## src/logic/tab_pkg.sv

```systemverilog
// Package for the trace stream bridge: widths, FIFO sizing, beat and crossing types.
// Assumes one clock drives both halves, each half gated by its own clock enable.
package tab_pkg;
  // Data MSB index, one of 7, 15, 31 or 63; same on both ports.
  localparam int DATA_MSB = 31;
  // Byte-count MSB index, 0 to 3; count is bytes minus one, LSB lane aligned.
  localparam int BYTES_MSB = 1;
  localparam int ID_MSB = 6;
  localparam int ADDR_W = 2;
  localparam int PTR_W = ADDR_W + 1;
  localparam logic [PTR_W-1:0] FIFO_DEPTH = 3'h4;
  localparam logic [PTR_W-1:0] PTR_ONE = 3'h1;
  localparam logic [PTR_W-1:0] PTR_ZERO = 3'h0;
  // Low-power clock handshake present when set.
  localparam logic LOW_POWER_OPTION = 1'h1;
  localparam logic [7:0] CNT_ONE = 8'h01;
  localparam logic [7:0] CNT_SLACK = 8'h05;

  // One trace beat with its qualifier.
  typedef struct packed {
    logic valid;
    logic [ID_MSB:0] id;
    logic [BYTES_MSB:0] bytes;
    logic [DATA_MSB:0] data;
  } tab_beat_type;

  // Slave half to master half.
  typedef struct packed {
    logic safe;
    logic [PTR_W-1:0] wr_gray;
  } tab_fwd_type;

  // Master half to slave half.
  typedef struct packed {
    logic zero;
    logic [PTR_W-1:0] rd_gray;
  } tab_rev_type;

  // Binary to gray.
  function automatic logic [PTR_W-1:0] tab_to_gray(input logic [PTR_W-1:0] b);
    return b ^ (b >> 1);
  endfunction

  // Gray to binary.
  function automatic logic [PTR_W-1:0] tab_to_bin(input logic [PTR_W-1:0] g);
    logic [PTR_W-1:0] b;
    b = g;
    for (int i = PTR_W - 2; i >= 0; i--) begin
      b[i] = b[i+1] ^ g[i];
    end
    return b;
  endfunction
endpackage

```

## src/logic/tab_bridge.sv

```systemverilog
// Trace stream bridge: slave port half and master port half joined by crossing signals.
// Assumes synchronous inputs on clock_i; beat accept and beat load happen only on the clock enable of their half.
//
// Operation
// - Byte count is valid bytes minus one, LSB lane aligned.
// - Master port repeats accepted byte count unchanged.
// - Data width fixed build value, both ports alike.
// - Byte-count width fixed build value, both ports.
// - Seven-bit source ID travels with its data.
// - Master flush request raised on slave port.
// - Flush completion reported back per forwarded request.
// - Clock-active high while master clock still needed.
// - Powerdown request, acknowledge, clock-active on master clock.
// - Halves joined only through defined crossing set.
// - Forward data, safe state, reverse pointer, flush and sync handshakes.
// - Fields ignored while valid is low.
`timescale 1ns/1ps
module tab_bridge
  import tab_pkg::*;
(
  input wire logic clock_i, // Clock, 200 MHz.
  input wire logic rst_b_i, // Whole bridge reset, active low.
  input wire logic slv_rst_b_i, // Slave half reset, active low.
  input wire logic mst_rst_b_i, // Master half reset, active low.
  input wire logic slv_clken_i, // Slave half clock enable.
  input wire logic mst_clken_i, // Master half clock enable.
  input tab_pkg::tab_beat_type slv_beat_i, // Incoming beat.
  input wire logic slv_flush_done_i, // Upstream flush complete.
  input wire logic mst_ready_i, // Downstream ready.
  input wire logic mst_flush_req_i, // Downstream flush request.
  input wire logic sync_req_i, // Sync request, master side.
  input wire logic pwrdn_req_b_i, // Powerdown request, active low.
  output logic slv_ready_o, // Ready to upstream.
  output logic slv_flush_req_o, // Flush request upstream.
  output logic sync_req_o, // Sync request upstream.
  output tab_pkg::tab_beat_type mst_beat_o, // Outgoing beat.
  output logic mst_flush_done_o, // Flush complete downstream.
  output logic clk_active_o, // Master clock needed.
  output logic pwrdn_ack_b_o // Powerdown acknowledge, active low.
);
  logic s_rst;
  logic m_rst;
  assign s_rst = !rst_b_i || !slv_rst_b_i;
  assign m_rst = !rst_b_i || !mst_rst_b_i;

  // Crossing wires between the halves.
  tab_fwd_type fwd;
  tab_rev_type rev;

  // Storage written by the slave half and read by the master half.
  logic [ID_MSB+BYTES_MSB+DATA_MSB+2:0] mem [2**ADDR_W];

  // Synchroniser flops.
  logic [PTR_W-1:0] rd_g1, rd_g2, wr_g1, wr_g2;
  logic zero1, zero2, safe1, safe2, fl1, fl2, fd1, fd2, sr1, sr2, sa1, sa2;

  // Slave half state.
  logic [PTR_W-1:0] wr_reg, wr_next;
  logic s_ready_reg, s_ready_next, s_flush_reg, s_flush_next;
  logic s_done_reg, s_done_next, s_ack_reg, s_ack_next;
  logic s_pulse_reg, s_pulse_next;
  logic accept;
  logic [PTR_W-1:0] rd_s;

  // Master half state.
  logic [PTR_W-1:0] rd_reg, rd_next, wr_m;
  tab_beat_type out_reg, out_next;
  logic m_done_reg, m_done_next, m_req_reg, m_req_next, m_pend_reg, m_pend_next;
  logic act_reg, act_next, ack_reg, ack_next;
  logic avail, take, load, busy_m;

  // Two-flop crossings in both directions.
  always_ff @(posedge clock_i) begin
    if (!rst_b_i) begin
      {rd_g1, rd_g2, wr_g1, wr_g2} <= '0;
      {zero1, zero2, safe1, safe2} <= 4'hf;
      {fl1, fl2, fd1, fd2, sr1, sr2, sa1, sa2} <= 8'h00;
    end else begin
      rd_g1 <= rev.rd_gray;
      rd_g2 <= rd_g1;
      zero1 <= rev.zero;
      zero2 <= zero1;
      wr_g1 <= fwd.wr_gray;
      wr_g2 <= wr_g1;
      safe1 <= fwd.safe;
      safe2 <= safe1;
      fl1 <= mst_flush_req_i;
      fl2 <= fl1;
      fd1 <= s_done_reg;
      fd2 <= fd1;
      sr1 <= m_req_reg;
      sr2 <= sr1;
      sa1 <= s_ack_reg;
      sa2 <= sa1;
    end
  end

  // Crossing signal set driven by each half.
  always_comb begin
    fwd.safe = s_rst;
    fwd.wr_gray = tab_to_gray(wr_reg);
    rev.zero = m_rst;
    rev.rd_gray = tab_to_gray(rd_reg);
  end

  // Slave half next state: accept, flush forwarding, sync handshake.
  always_comb begin
    rd_s = tab_to_bin(rd_g2);
    accept = slv_clken_i && slv_beat_i.valid && s_ready_reg;
    wr_next = zero2 ? PTR_ZERO : wr_reg + (accept ? PTR_ONE : PTR_ZERO);
    s_ready_next = !zero2 && ((wr_next - rd_s) < FIFO_DEPTH);
    s_done_next = s_done_reg;
    s_flush_next = s_flush_reg;
    // A completion that meets the clear in one cycle still sets the flag.
    if (slv_clken_i && s_flush_reg && slv_flush_done_i) begin
      s_done_next = 1'b1;
    end else if (!fl2) begin
      s_done_next = 1'b0;
    end
    if (slv_clken_i) begin
      s_flush_next = fl2 && !s_done_next;
    end
    s_ack_next = s_ack_reg;
    s_pulse_next = s_pulse_reg;
    if (slv_clken_i) begin
      s_pulse_next = 1'b0;
    end
    if (!sr2) begin
      s_ack_next = 1'b0;
    end else if (!s_ack_reg && slv_clken_i) begin
      s_ack_next = 1'b1;
      s_pulse_next = 1'b1;
    end
  end

  // Slave half registers and storage writes.
  always_ff @(posedge clock_i) begin
    if (s_rst) begin
      wr_reg <= PTR_ZERO;
      s_ready_reg <= 1'b0;
      s_flush_reg <= 1'b0;
      s_done_reg <= 1'b0;
      s_ack_reg <= 1'b0;
      s_pulse_reg <= 1'b0;
    end else begin
      wr_reg <= wr_next;
      s_ready_reg <= s_ready_next;
      s_flush_reg <= s_flush_next;
      s_done_reg <= s_done_next;
      s_ack_reg <= s_ack_next;
      s_pulse_reg <= s_pulse_next;
    end
  end

  // Beat payload kept whole: ID, count and data stored together.
  always_ff @(posedge clock_i) begin
    if (accept) begin
      mem[wr_reg[ADDR_W-1:0]] <= {slv_beat_i.id, slv_beat_i.bytes, slv_beat_i.data};
    end
  end

  // Master half next state: output beat, flush answer, sync request, low power.
  always_comb begin
    wr_m = tab_to_bin(wr_g2);
    avail = wr_m != rd_reg;
    take = mst_clken_i && out_reg.valid && mst_ready_i;
    load = mst_clken_i && (!out_reg.valid || mst_ready_i) && avail;
    out_next = out_reg;
    if (mst_clken_i && (!out_reg.valid || mst_ready_i)) begin
      out_next.valid = avail;
    end
    if (load) begin
      {out_next.id, out_next.bytes, out_next.data} = mem[rd_reg[ADDR_W-1:0]];
    end
    rd_next = safe2 ? PTR_ZERO : rd_reg + (load ? PTR_ONE : PTR_ZERO);
    m_done_next = 1'b0;
    if (mst_clken_i && mst_flush_req_i && fd2 && !avail && !out_reg.valid && !m_done_reg) begin
      m_done_next = 1'b1;
    end
    m_req_next = m_req_reg;
    m_pend_next = m_pend_reg || (mst_clken_i && sync_req_i);
    if (m_req_reg && sa2) begin
      m_req_next = 1'b0;
    end else if (!m_req_reg && !sa2 && m_pend_next) begin
      m_req_next = 1'b1;
      m_pend_next = 1'b0;
    end
    busy_m = avail || out_reg.valid || mst_flush_req_i || m_req_reg || m_pend_reg || sa2;
    act_next = LOW_POWER_OPTION ? busy_m : 1'b1;
    ack_next = ack_reg;
    if (LOW_POWER_OPTION && (pwrdn_req_b_i || !busy_m)) begin
      ack_next = pwrdn_req_b_i;
    end
  end

  // Master half registers.
  always_ff @(posedge clock_i) begin
    if (m_rst) begin
      rd_reg <= PTR_ZERO;
      out_reg <= '0;
      m_done_reg <= 1'b0;
      m_req_reg <= 1'b0;
      m_pend_reg <= 1'b0;
      act_reg <= 1'b1;
      ack_reg <= 1'b1;
    end else begin
      rd_reg <= rd_next;
      out_reg <= out_next;
      m_done_reg <= m_done_next;
      m_req_reg <= m_req_next;
      m_pend_reg <= m_pend_next;
      act_reg <= act_next;
      ack_reg <= ack_next;
    end
  end

  assign slv_ready_o = s_ready_reg;
  assign slv_flush_req_o = s_flush_reg;
  assign sync_req_o = s_pulse_reg;
  assign mst_beat_o = out_reg;
  assign mst_flush_done_o = m_done_reg;
  assign clk_active_o = act_reg;
  assign pwrdn_ack_b_o = ack_reg;

  // Helper counts of beats in and out, for the loss and duplication check.
  logic [7:0] in_cnt, out_cnt;
  always_ff @(posedge clock_i) begin
    if (s_rst || m_rst) begin
      in_cnt <= 8'h00;
      out_cnt <= 8'h00;
    end else begin
      in_cnt <= in_cnt + (accept ? CNT_ONE : 8'h00);
      out_cnt <= out_cnt + (take ? CNT_ONE : 8'h00);
    end
  end
endmodule

```

## config.mk

```make
export PLATFORM = sky130hd
export DESIGN_NAME = tab_bridge
export DESIGN_NICKNAME = d
export VERILOG_FILES = /design/src/logic/tab_pkg.sv /design/src/logic/tab_bridge.sv
export SDC_FILE = /design/constraint.sdc
export NUM_CORES = 1
export LEC_CHECK = 0
export ABC_AREA = 1
export BUFFER_PORTS_ARGS = -buffer_cell sky130_fd_sc_hd__buf_2
export CORE_MARGIN = 4
export CORE_UTILIZATION = 45
export CTS_BUF_LIST = sky130_fd_sc_hd__clkbuf_8
export CTS_CLUSTER_SIZE = 10
export DETAILED_ROUTE_END_ITERATION = 7
export PLACE_DENSITY = 0.71
export SLEW_MARGIN = 25
export SYNTH_ARGS = -nofsm -noshare
export SYNTH_HDL_FRONTEND = slang
export SYNTH_SLANG_ARGS = --single-unit
export TNS_END_PERCENT = 100
```

## constraint.sdc

```tcl
create_clock -name clock_i -period 6.6 [get_ports clock_i]
set_clock_uncertainty 0.2 [all_clocks]
set_input_delay 0.99 -clock clock_i [delete_from_list [all_inputs] [get_ports clock_i]]
set_output_delay 0.99 -clock clock_i [all_outputs]
set_load 0.01 [all_outputs]
```

==> results of run 1 <==
per-layer routing:
metal	up-vias	routed length [µm]	part of all wire, %	track usage [%]
met5	-	43	0.22	0
met4	8	380	1.9	4.67
met3	44	1420	7.3	4.76
met2	166	9320	48	28.1
met1	2986	8370	43	20.9
li1	3305	-	-	-
cell usage after synthesis (3+ instances only):
cell type | number | area share, %
a21oi_1 | 6 | 0.31
buf_1 | 4 | 0.16
buf_2 | 17 | 0.89
buf_4 | 4 | 0.31
clkbuf_1 | 19 | 0.74
dfxtp_1 | 82 | 17
edfxtp_1 | 164 | 51
ha_1 | 9 | 1.2
inv_1 | 90 | 3.5
inv_2 | 3 | 0.12
nand2_1 | 136 | 5.3
nand3_1 | 51 | 2.7
nand4_1 | 3 | 0.20
nor2_1 | 268 | 10
o21ai_0 | 86 | 4.5
worst max path at each step:
stage                     slack (ns)        endpoint           start
after detailed placement        3.02  mst_beat_o[22]       rd_reg[1]
after CTS                       2.99  mst_beat_o[22]       rd_reg[1]
after global placement          3.12  mst_beat_o[35]       rd_reg[1]
after floorplan                 3.08       mem[0][0]  slv_beat_i[41]
after global routing            3.08       rd_reg[2]       rd_reg[1]
final                           3.36       rd_reg[2]       rd_reg[1]
through the flow:
stage          setup slack (ns)  cells  hold WS (ns)  util, %
6_report                   3.36   1364         0.204     52.8
5_1_grt                    3.08   1364         0.227     52.8
4_1_cts                    2.99   1364         0.208     52.7
3_5_place_dp               3.02   1292         0.196     49.1
3_3_place_gp               3.12   1292         0.186     49.1
2_1_floorplan              3.08    955         0.180        -
cell type report:
| cell class | instances | share of cell area (%) |
|---|---|---|
| clock buffers | 45 | 5.58 |
| inverters | 93 | 3.15 |
| clock inverters | 27 | 1.30 |
| well taps | 275 | 3.10 |
| multi-input cells | 571 | 22.6 |
| repair buffers | 107 | 4.99 |
| flip-flops and latches | 246 | 59.3 |
placed cells by master (no fill, tap or decap):
cell / instances
nor2_1: 264
edfxtp_1: 164
nand2_1: 136
inv_1: 104
buf_2: 100
o21ai_0: 86
dfxtp_1: 80
nand3_1: 51
clkbuf_8: 45
ha_1: 9
buf_4: 7
a21oi_1: 6
clkinv_2: 6
nor2_4: 5
clkinv_1: 4
inv_2: 3
nand4_1: 3
xnor2_1: 2
or2_2: 2
nor3_1: 2
dfxtp_4: 2
a21oi_4: 1
nand2_2: 1
nor2_8: 1
nand4_2: 1
nand3b_1: 1
inv_6: 1
clkinvlp_4: 1
bufinv_16: 1
kinds of logic after synthesis:
kind of cell	share of synthesized area (%)
buf+inv	5.85
xor+xnor	0.183
compound gates	4.89
simple gates	19.5
flops	68.4
fa+ha+maj	1.17
report_power, final:
| group | internal (µW) | switching, µW |
|---|---|---|
| logic | 19.1 | 37.8 |
| clock network | 666 | 567 |
| registers | 1640 | 1.36 |
| total | 2330 | 607 |
critical path: cells and delay by family, from the launching register on:
family,cells,cell delay (ns)
adder cells (fa/ha/maj),2,0.44
AND/OR/NAND/NOR,5,1.03
flip-flops,1,0.53
XOR/XNOR,1,0.13
buffers and inverters,1,0.75
==> impl_metrics.json, run 1 <==
{
  "num_vias": 6509,
  "worstReg2RegStart": "rd_reg[1]",
  "antenna_found_initial": 4,
  "ant_nets": 0,
  "vdd_ir_drop_max_mv": 0.115,
  "overflow": 0,
  "critPathArrivalTime_ns": 3.43,
  "die_w_um": 154,
  "diodes": 0,
  "async_reset_ff_share_pct": 0,
  "crit_slowest_cell": "inv_2",
  "layout.nets": 1121,
  "worst_pin_slew_ns": 0.933,
  "io_pins": 101,
  "rr_worst_depth": 9,
  "coreArea_um2": 21000,
  "setup_violations": 0,
  "via_per_inst": 4.77,
  "finalSetupTns_ns": 0,
  "critPathKind": "reg -> reg",
  "startpoint_type": "register",
  "rsz0062_at_grt": "no",
  "first_global_vias": 6288,
  "root_buffer": "clkbuf_8",
  "initial_core_util_pct": 45.7,
  "die_area_um2": 23700,
  "crit_fanout": 46,
  "relSlewSlack_pct": 37.8,
  "finalHoldViolations": 0,
  "ys_warn_count": 0,
  "fillers": 1835,
  "design_area_um2": 11100,
  "placed_area_um2": 10300,
  "syn_area_um2": 9600,
  "yosysUniqueCellTypes": 25,
  "power.density_nw_per_um2": 265,
  "largest_register_ffs": 164,
  "fmax_mhz": 309,
  "status": "complete, no violations",
  "min_period_ns": 3.24,
  "yosysSeqAreaShare_pct": 68.4,
  "clock_latency_ns": 0.52,
  "wl_per_cell_um": 14.3,
  "critical-path-max-stage-delay_ns": 0.75,
  "grt_max_degree": 86,
  "hold_path.class": "reg -> reg",
  "postCtsSetupRepairBufs": 0,
  "ctsLongestPathBuffers": 3,
  "area_growth_pct": 15.6,
  "syn_area_per_cell_um2": 10.1,
  "drtIter0Drc": 457,
  "num_rows": 53,
  "cts_sinks": 246,
  "holdBufCountCts": 0,
  "slew_violations": 0,
  "drv_cap": 0,
  "place_hpwl_um": 10900,
  "worstPathRequired_ns": 6.79,
  "cts-resized-gates": 0,
  "h-tree-depth": 2,
  "critPathCaptureType": "register",
  "die_h_um": 154,
  "hp-start": "zero1",
  "gp_congestion": 0.731,
  "dr.pass1.iters": 5,
  "numPortBuffers": 100,
  "syn_inst": 955,
  "wl_um": 19500,
  "rrSetupSlack_ns": 3.36,
  "grt_pass1_wl_um": 32000,
  "cts_tree": "built",
  "r2r_end": "rd_reg[2]",
  "ys_ff_latch": 246,
  "synthesis.nets": 1017,
  "drive_above_1_share_pct": 16.3,
  "power_leakage_uw": 0.00462,
  "cts_made_buffers": 40,
  "finalCritPeriodShare_pct": 49.1,
  "grt_usage_pct": 16.6,
  "clk_pin_slew_ns": 0.06,
  "totalPowerFinal_uw": 2940,
  "crit_top_cell": "ha_1",
  "crit_chain": "inv_2 > nand3_1 > nand2_1 > nor2_4 > nor2_8 > ha_1 > ha_1 > xnor2_1 > nor2_1",
  "whs_endpoint": "zero2",
  "multi_input_area_um2": 2510,
  "seqCellArea_um2": 6570,
  "drc": 0,
  "min_path_cells": 2,
  "synth_ff_type": "edfxtp_1",
  "synth_edf_count": 164
}
Note: power is estimated with default switching activity, not from simulation.
==> run 2, diff against run 1 <==
==> constraint.sdc (replaced) <==
create_clock -name clock_i -period 3 [get_ports clock_i]
set_clock_uncertainty 0.2 [all_clocks]
set_input_delay 0.45 -clock clock_i [delete_from_list [all_inputs] [get_ports clock_i]]
set_output_delay 0.45 -clock clock_i [all_outputs]
set_load 0.01 [all_outputs]
==> impl_metrics.json, run 2 (same netlist as run 1, synthesis figures left out) <==
{
  "final_cell_mix": "nor2_1 (264), edfxtp_1 (164), nand2_1 (136), inv_1 (111), buf_2 (100)",
  "status": "complete, no violations",
  "num_rows": 53,
  "worstPathRequired_ns": 3.25,
  "root_buffer": "clkbuf_8",
  "hold_path.class": "in -> reg",
  "crit_fanout": 6,
  "wl_um": 20100,
  "drive_above_1_share_pct": 15.3,
  "cts_sinks": 246,
  "io_pins": 101,
  "postCtsSetupRepairBufs": 0,
  "num_vias": 6702,
  "fin_ws_ns": 0.649,
  "relSlewSlack_pct": 47.8,
  "min_path_cells": 2,
  "totalPowerFinal_uw": 6340,
  "drv_cap": 0,
  "finalCritPeriodShare_pct": 78.4,
  "finalHoldViolations": 0,
  "diodes": 0,
  "clock_latency_ns": 0.51,
  "crit_top_cell": "nand2_1",
  "critical-path-max-stage-delay_ns": 0.53,
  "worst_pin_slew_ns": 0.783,
  "gp_congestion": 0.770,
  "drc": 0,
  "die_area_um2": 23700,
  "vdd_ir_drop_max_mv": 0.278,
  "grt_pass1_wl_um": 32600,
  "power_leakage_uw": 0.00485,
  "initial_core_util_pct": 45.7,
  "antenna_found_initial": 0,
  "drtIter0Drc": 366,
  "fmax_mhz": 425,
  "h-tree-depth": 2,
  "place_hpwl_um": 11200,
  "grt_usage_pct": 16.9,
  "critPathArrivalTime_ns": 2.60,
  "ant_nets": 0,
  "slew_violations": 0,
  "area_growth_pct": 21.1,
  "ctsLongestPathBuffers": 3,
  "finalSetupTns_ns": 0,
  "pre_cts_ws_ns": 0.692,
  "final_util_pct": 55.3,
  "startpoint_type": "primary input",
  "coreArea_um2": 21000,
  "cts_tree": "built",
  "die_w_um": 154,
  "wl_per_cell_um": 14.2,
  "rsz0062_at_grt": "no",
  "critPathKind": "in -> reg",
  "layout_commonest_cell": "nor2_1",
  "rr_worst_depth": 9,
  "layout.nets": 1175,
  "setup_violations": 0,
  "crit_chain": "dlygate4sd3_1 > buf_2 > nand3_1 > buf_4 > inv_1 > ha_1 > ha_1 > inv_1 > nor2_1 > ha_1 > nand2_1 > nand2_1 > nand2_1 > nand2_1 > nor2_1",
  "clk_pin_slew_ns": 0.06,
  "min_period_ns": 2.35,
  "power.density_nw_per_um2": 546,
  "crit_slowest_cell": "dlygate4sd3_1",
  "cts_made_buffers": 41,
  "first_global_vias": 6691,
  "die_h_um": 154,
  "grt_max_degree": 85,
  "via_per_inst": 4.73,
  "overflow": 0,
  "numPortBuffers": 100,
  "largest_register_ffs": 164,
  "dr.pass1.iters": 5,
  "critPathCaptureType": "register"
}
run 2: cell types whose count changed in the layout (fill, tap and decap cells not counted), sizes merged:
cell	before	now
dlygate4sd3	0	46
clkbuf	45	44
bufinv	1	0
inv	108	114
buf	107	114
clkinv	10	7
run 2: worst paths after layout:
check               from             end  slack [ns]
max          slv_clken_i     slv_ready_o        0.65
min          mst_rst_b_i           zero1        0.05
max reg2reg    rd_reg[0]  mst_beat_o[25]        0.80
min reg2reg        safe1           safe2        0.20
run 2: layout make-up:
class                      instances  area [µm²]
clock buffer                      44         606
clock inverter                    29         113
fill                            1849        9400
inverter                          93         349
multi-input combinational        571        2510
sequential                       246        6570
tap                              275         344
timing repair buffer             160        1130
run 2: metal layers:
| metal | global-route usage (%) | wire length (µm) |
|---|---|---|
| met5 | 0 | 0 |
| met4 | 5.26 | 290 |
| met3 | 3.77 | 1110 |
| met2 | 29.1 | 9840 |
| met1 | 21.4 | 8890 |
run 2: worst max-delay path: cells and delay by family:
family	cells	cell delay, ns
and+or+nand+nor	7	0.42
buffers and inverters	5	1.00
adders and majority gates	3	0.71
run 2: power breakdown:
| part | switching, µW | internal (µW) | total [µW] |
|---|---|---|---|
| sequential | 2.92 | 3620 | 3620 |
| combinational | 94.0 | 84.6 | 179 |
| clock | 1200 | 1340 | 2540 |
| total | 1290 | 5040 | 6340 |
run 2: repair_timing:
action                    CTS  global route
hold endpoints to repair  169             0
hold buffers               46             0
resized for setup           0             0
run 2: per-stage QoR:
stage,cells,hold WS (ns),instance area [µm²]
finish,1418,0.0535,11600
CTS,1418,0.0234,11600
global placement,1299,0.190,10400
floorplan,955,0.180,9600
global route,1418,0.0453,11600
detailed placement,1299,0.193,10400
==> run 3, diff against run 2 <==
--- a/config.mk
+++ b/config.mk
@@ -12,7 +12,7 @@
 export CTS_BUF_LIST = sky130_fd_sc_hd__clkbuf_8
 export CTS_CLUSTER_SIZE = 10
 export DETAILED_ROUTE_END_ITERATION = 7
-export PLACE_DENSITY = 0.71
+export PLACE_DENSITY = 0.73
 export SLEW_MARGIN = 25
 export SYNTH_ARGS = -nofsm -noshare
 export SYNTH_HDL_FRONTEND = slang
==> constraint.sdc (replaced) <==
create_clock -name clock_i -period 2.1 [get_ports clock_i]
set_clock_uncertainty 0.2 [all_clocks]
set_input_delay 0.315 -clock clock_i [delete_from_list [all_inputs] [get_ports clock_i]]
set_output_delay 0.315 -clock clock_i [all_outputs]
set_load 0.01 [all_outputs]
==> impl_metrics.json, run 3 (same netlist as run 1, synthesis figures left out) <==
{
  "layout.nets": 1190,
  "min_period_ns": 2.02,
  "die_w_um": 154,
  "final_cell_mix": "nor2_1 (264), edfxtp_1 (164), nand2_1 (134), inv_1 (106), buf_2 (99)",
  "wl_per_cell_um": 14.1,
  "cts_tree": "built",
  "cts_sinks": 246,
  "finalCritPeriodShare_pct": 96.3,
  "hold_path.class": "in -> reg",
  "num_rows": 53,
  "worst_pin_slew_ns": 0.573,
  "seqPwrFrac_pct": 53.5,
  "overflow": 0,
  "rsz0062_at_grt": "yes",
  "crit_end": "slv_ready_o",
  "rrSetupSlack_ns": 0.17,
  "initial_core_util_pct": 45.7,
  "die_area_um2": 23700,
  "coreArea_um2": 21000,
  "wl_um": 20300,
  "fin_ws_ns": 0.0783,
  "place_hpwl_um": 11300,
  "rr_worst_depth": 8,
  "slew_violations": 0,
  "vdd_ir_drop_max_mv": 0.535,
  "cts_made_buffers": 41,
  "area_growth_pct": 24.2,
  "first_global_vias": 6765,
  "dr.pass1.iters": 5,
  "num_vias": 6813,
  "worstReg2RegStart": "rd_reg[2]",
  "root_buffer": "clkbuf_8",
  "crit_path_start": "slv_clken_i",
  "drc": 0,
  "power.density_nw_per_um2": 811,
  "grt_usage_pct": 17.1,
  "grt_max_degree": 85,
  "p_int_uw": 7700,
  "drv_cap": 0,
  "whs_ns": 0.127,
  "drtIter0Drc": 348,
  "clock_power_share_pct": 43.7,
  "postCtsSetupRepairBufs": 0,
  "largest_register_ffs": 164,
  "r2r_end": "rd_reg[2]",
  "grt_pass1_wl_um": 32800,
  "clk_pin_slew_ns": 0.06,
  "via_per_inst": 4.74,
  "fmax_mhz": 495,
  "finalHoldViolations": 0,
  "fillers": 1767,
  "worstPathRequired_ns": 2.33,
  "antenna_found_initial": 1,
  "crit_fanout": 6,
  "ant_nets": 0,
  "clock_latency_ns": 0.53,
  "setup_violations": 0,
  "pre_cts_ws_ns": 0.0799,
  "drive_above_1_share_pct": 17.0,
  "switching_share_pct": 20.3,
  "power_leakage_uw": 0.00499,
  "relSlewSlack_pct": 61.8,
  "numPortBuffers": 100,
  "die_h_um": 154,
  "critPathCaptureType": "register",
  "status": "complete, no violations",
  "io_pins": 101,
  "ctsLongestPathBuffers": 3,
  "layout_commonest_cell": "nor2_1",
  "gp_congestion": 0.795,
  "critPathKind": "in -> reg",
  "startpoint_type": "primary input",
  "pwr-share-comb_pct": 2.8,
  "h-tree-depth": 2,
  "p_sw_uw": 1970,
  "critPathArrivalTime_ns": 2.25
}
## run 3: cell types whose count changed in the layout (fill, tap and decap cells not counted), sizes merged
cell | previous run | this run
buf | 114 | 121
bufinv | 0 | 2
clkbuf | 44 | 50
clkinv | 7 | 6
clkinvlp | 1 | 0
diode | 0 | 1
dlygate4sd3 | 46 | 54
inv | 114 | 110
## run 3: per-stage QoR
stage / area, µm² / total power (µW) / setup TNS (ns) / instances / utilization [%]
detailed placement: 10500 / 5460 / 0 / 1306 / 50.0
finish: 11900 / 9670 / 0 / 1436 / 56.7
CTS: 11900 / 9790 / 0 / 1435 / 56.6
global placement: 10500 / 5450 / 0 / 1306 / 50.0
floorplan: 9610 / 5350 / -32.78 / 955 / -
global route: 11900 / 10000 / -0.0223 / 1436 / 56.7
## run 3: worst min-delay path by stage
stage	start	to	cells past startpoint
2_1_floorplan	safe1	safe2	2
3_3_place_gp	zero1	zero2	2
3_5_place_dp	zero1	zero2	2
4_1_cts	slv_beat_i[41]	wr_reg[0]	6
5_1_grt	slv_beat_i[41]	wr_reg[0]	6
6_report	slv_beat_i[41]	wr_reg[0]	6
## run 3: layer usage
layer | GRT usage (%) | wire [µm] | vias to the layer above
met5 | 0 | 0 | -
met4 | 6.90 | 494 | 0
li1 | - | - | 3440
met1 | 21.4 | 8760 | 3150
met2 | 29.1 | 9810 | 180
met3 | 3.49 | 1200 | 43
## run 3: final cells by class
class	count	area (µm²)	share of cell area, %
sequential	246	6570	55.1
timing repair buffer	175	1290	10.8
clock buffer	50	688	5.77
antenna	1	2.50	0.0210
inverter	93	349	2.93
multi-input combinational	571	2520	21.1
tap	275	344	2.89
clock inverter	25	156	1.31
## run 3: worst max-delay path, stage by stage
cell           delay (ns)
dlygate4sd3_1        0.54
buf_4                0.16
nand3_2              0.07
inv_1                0.05
ha_1                 0.17
ha_1                 0.27
inv_1                0.08
nor2_1               0.05
ha_1                 0.29
nand2_2              0.08
nand3_1              0.06
nand2_1              0.07
nor2_1               0.03
## run 3: timing repair
action / in CTS / in global routing
hold endpoints to repair: 181 / 0
endpoints found under the setup margin: 0 / 2
hold buffers: 54 / 0
resized for setup: 0 / 4
## run 3: power groups by stage
stage	sequential, µW	clock, µW	combinational (µW)
after floorplan	5280	0	70.2
after global placement	5270	0	179
after detailed placement	5280	0	185
after CTS	5170	4350	267
after global routing	5170	4570	298
final	5170	4230	269
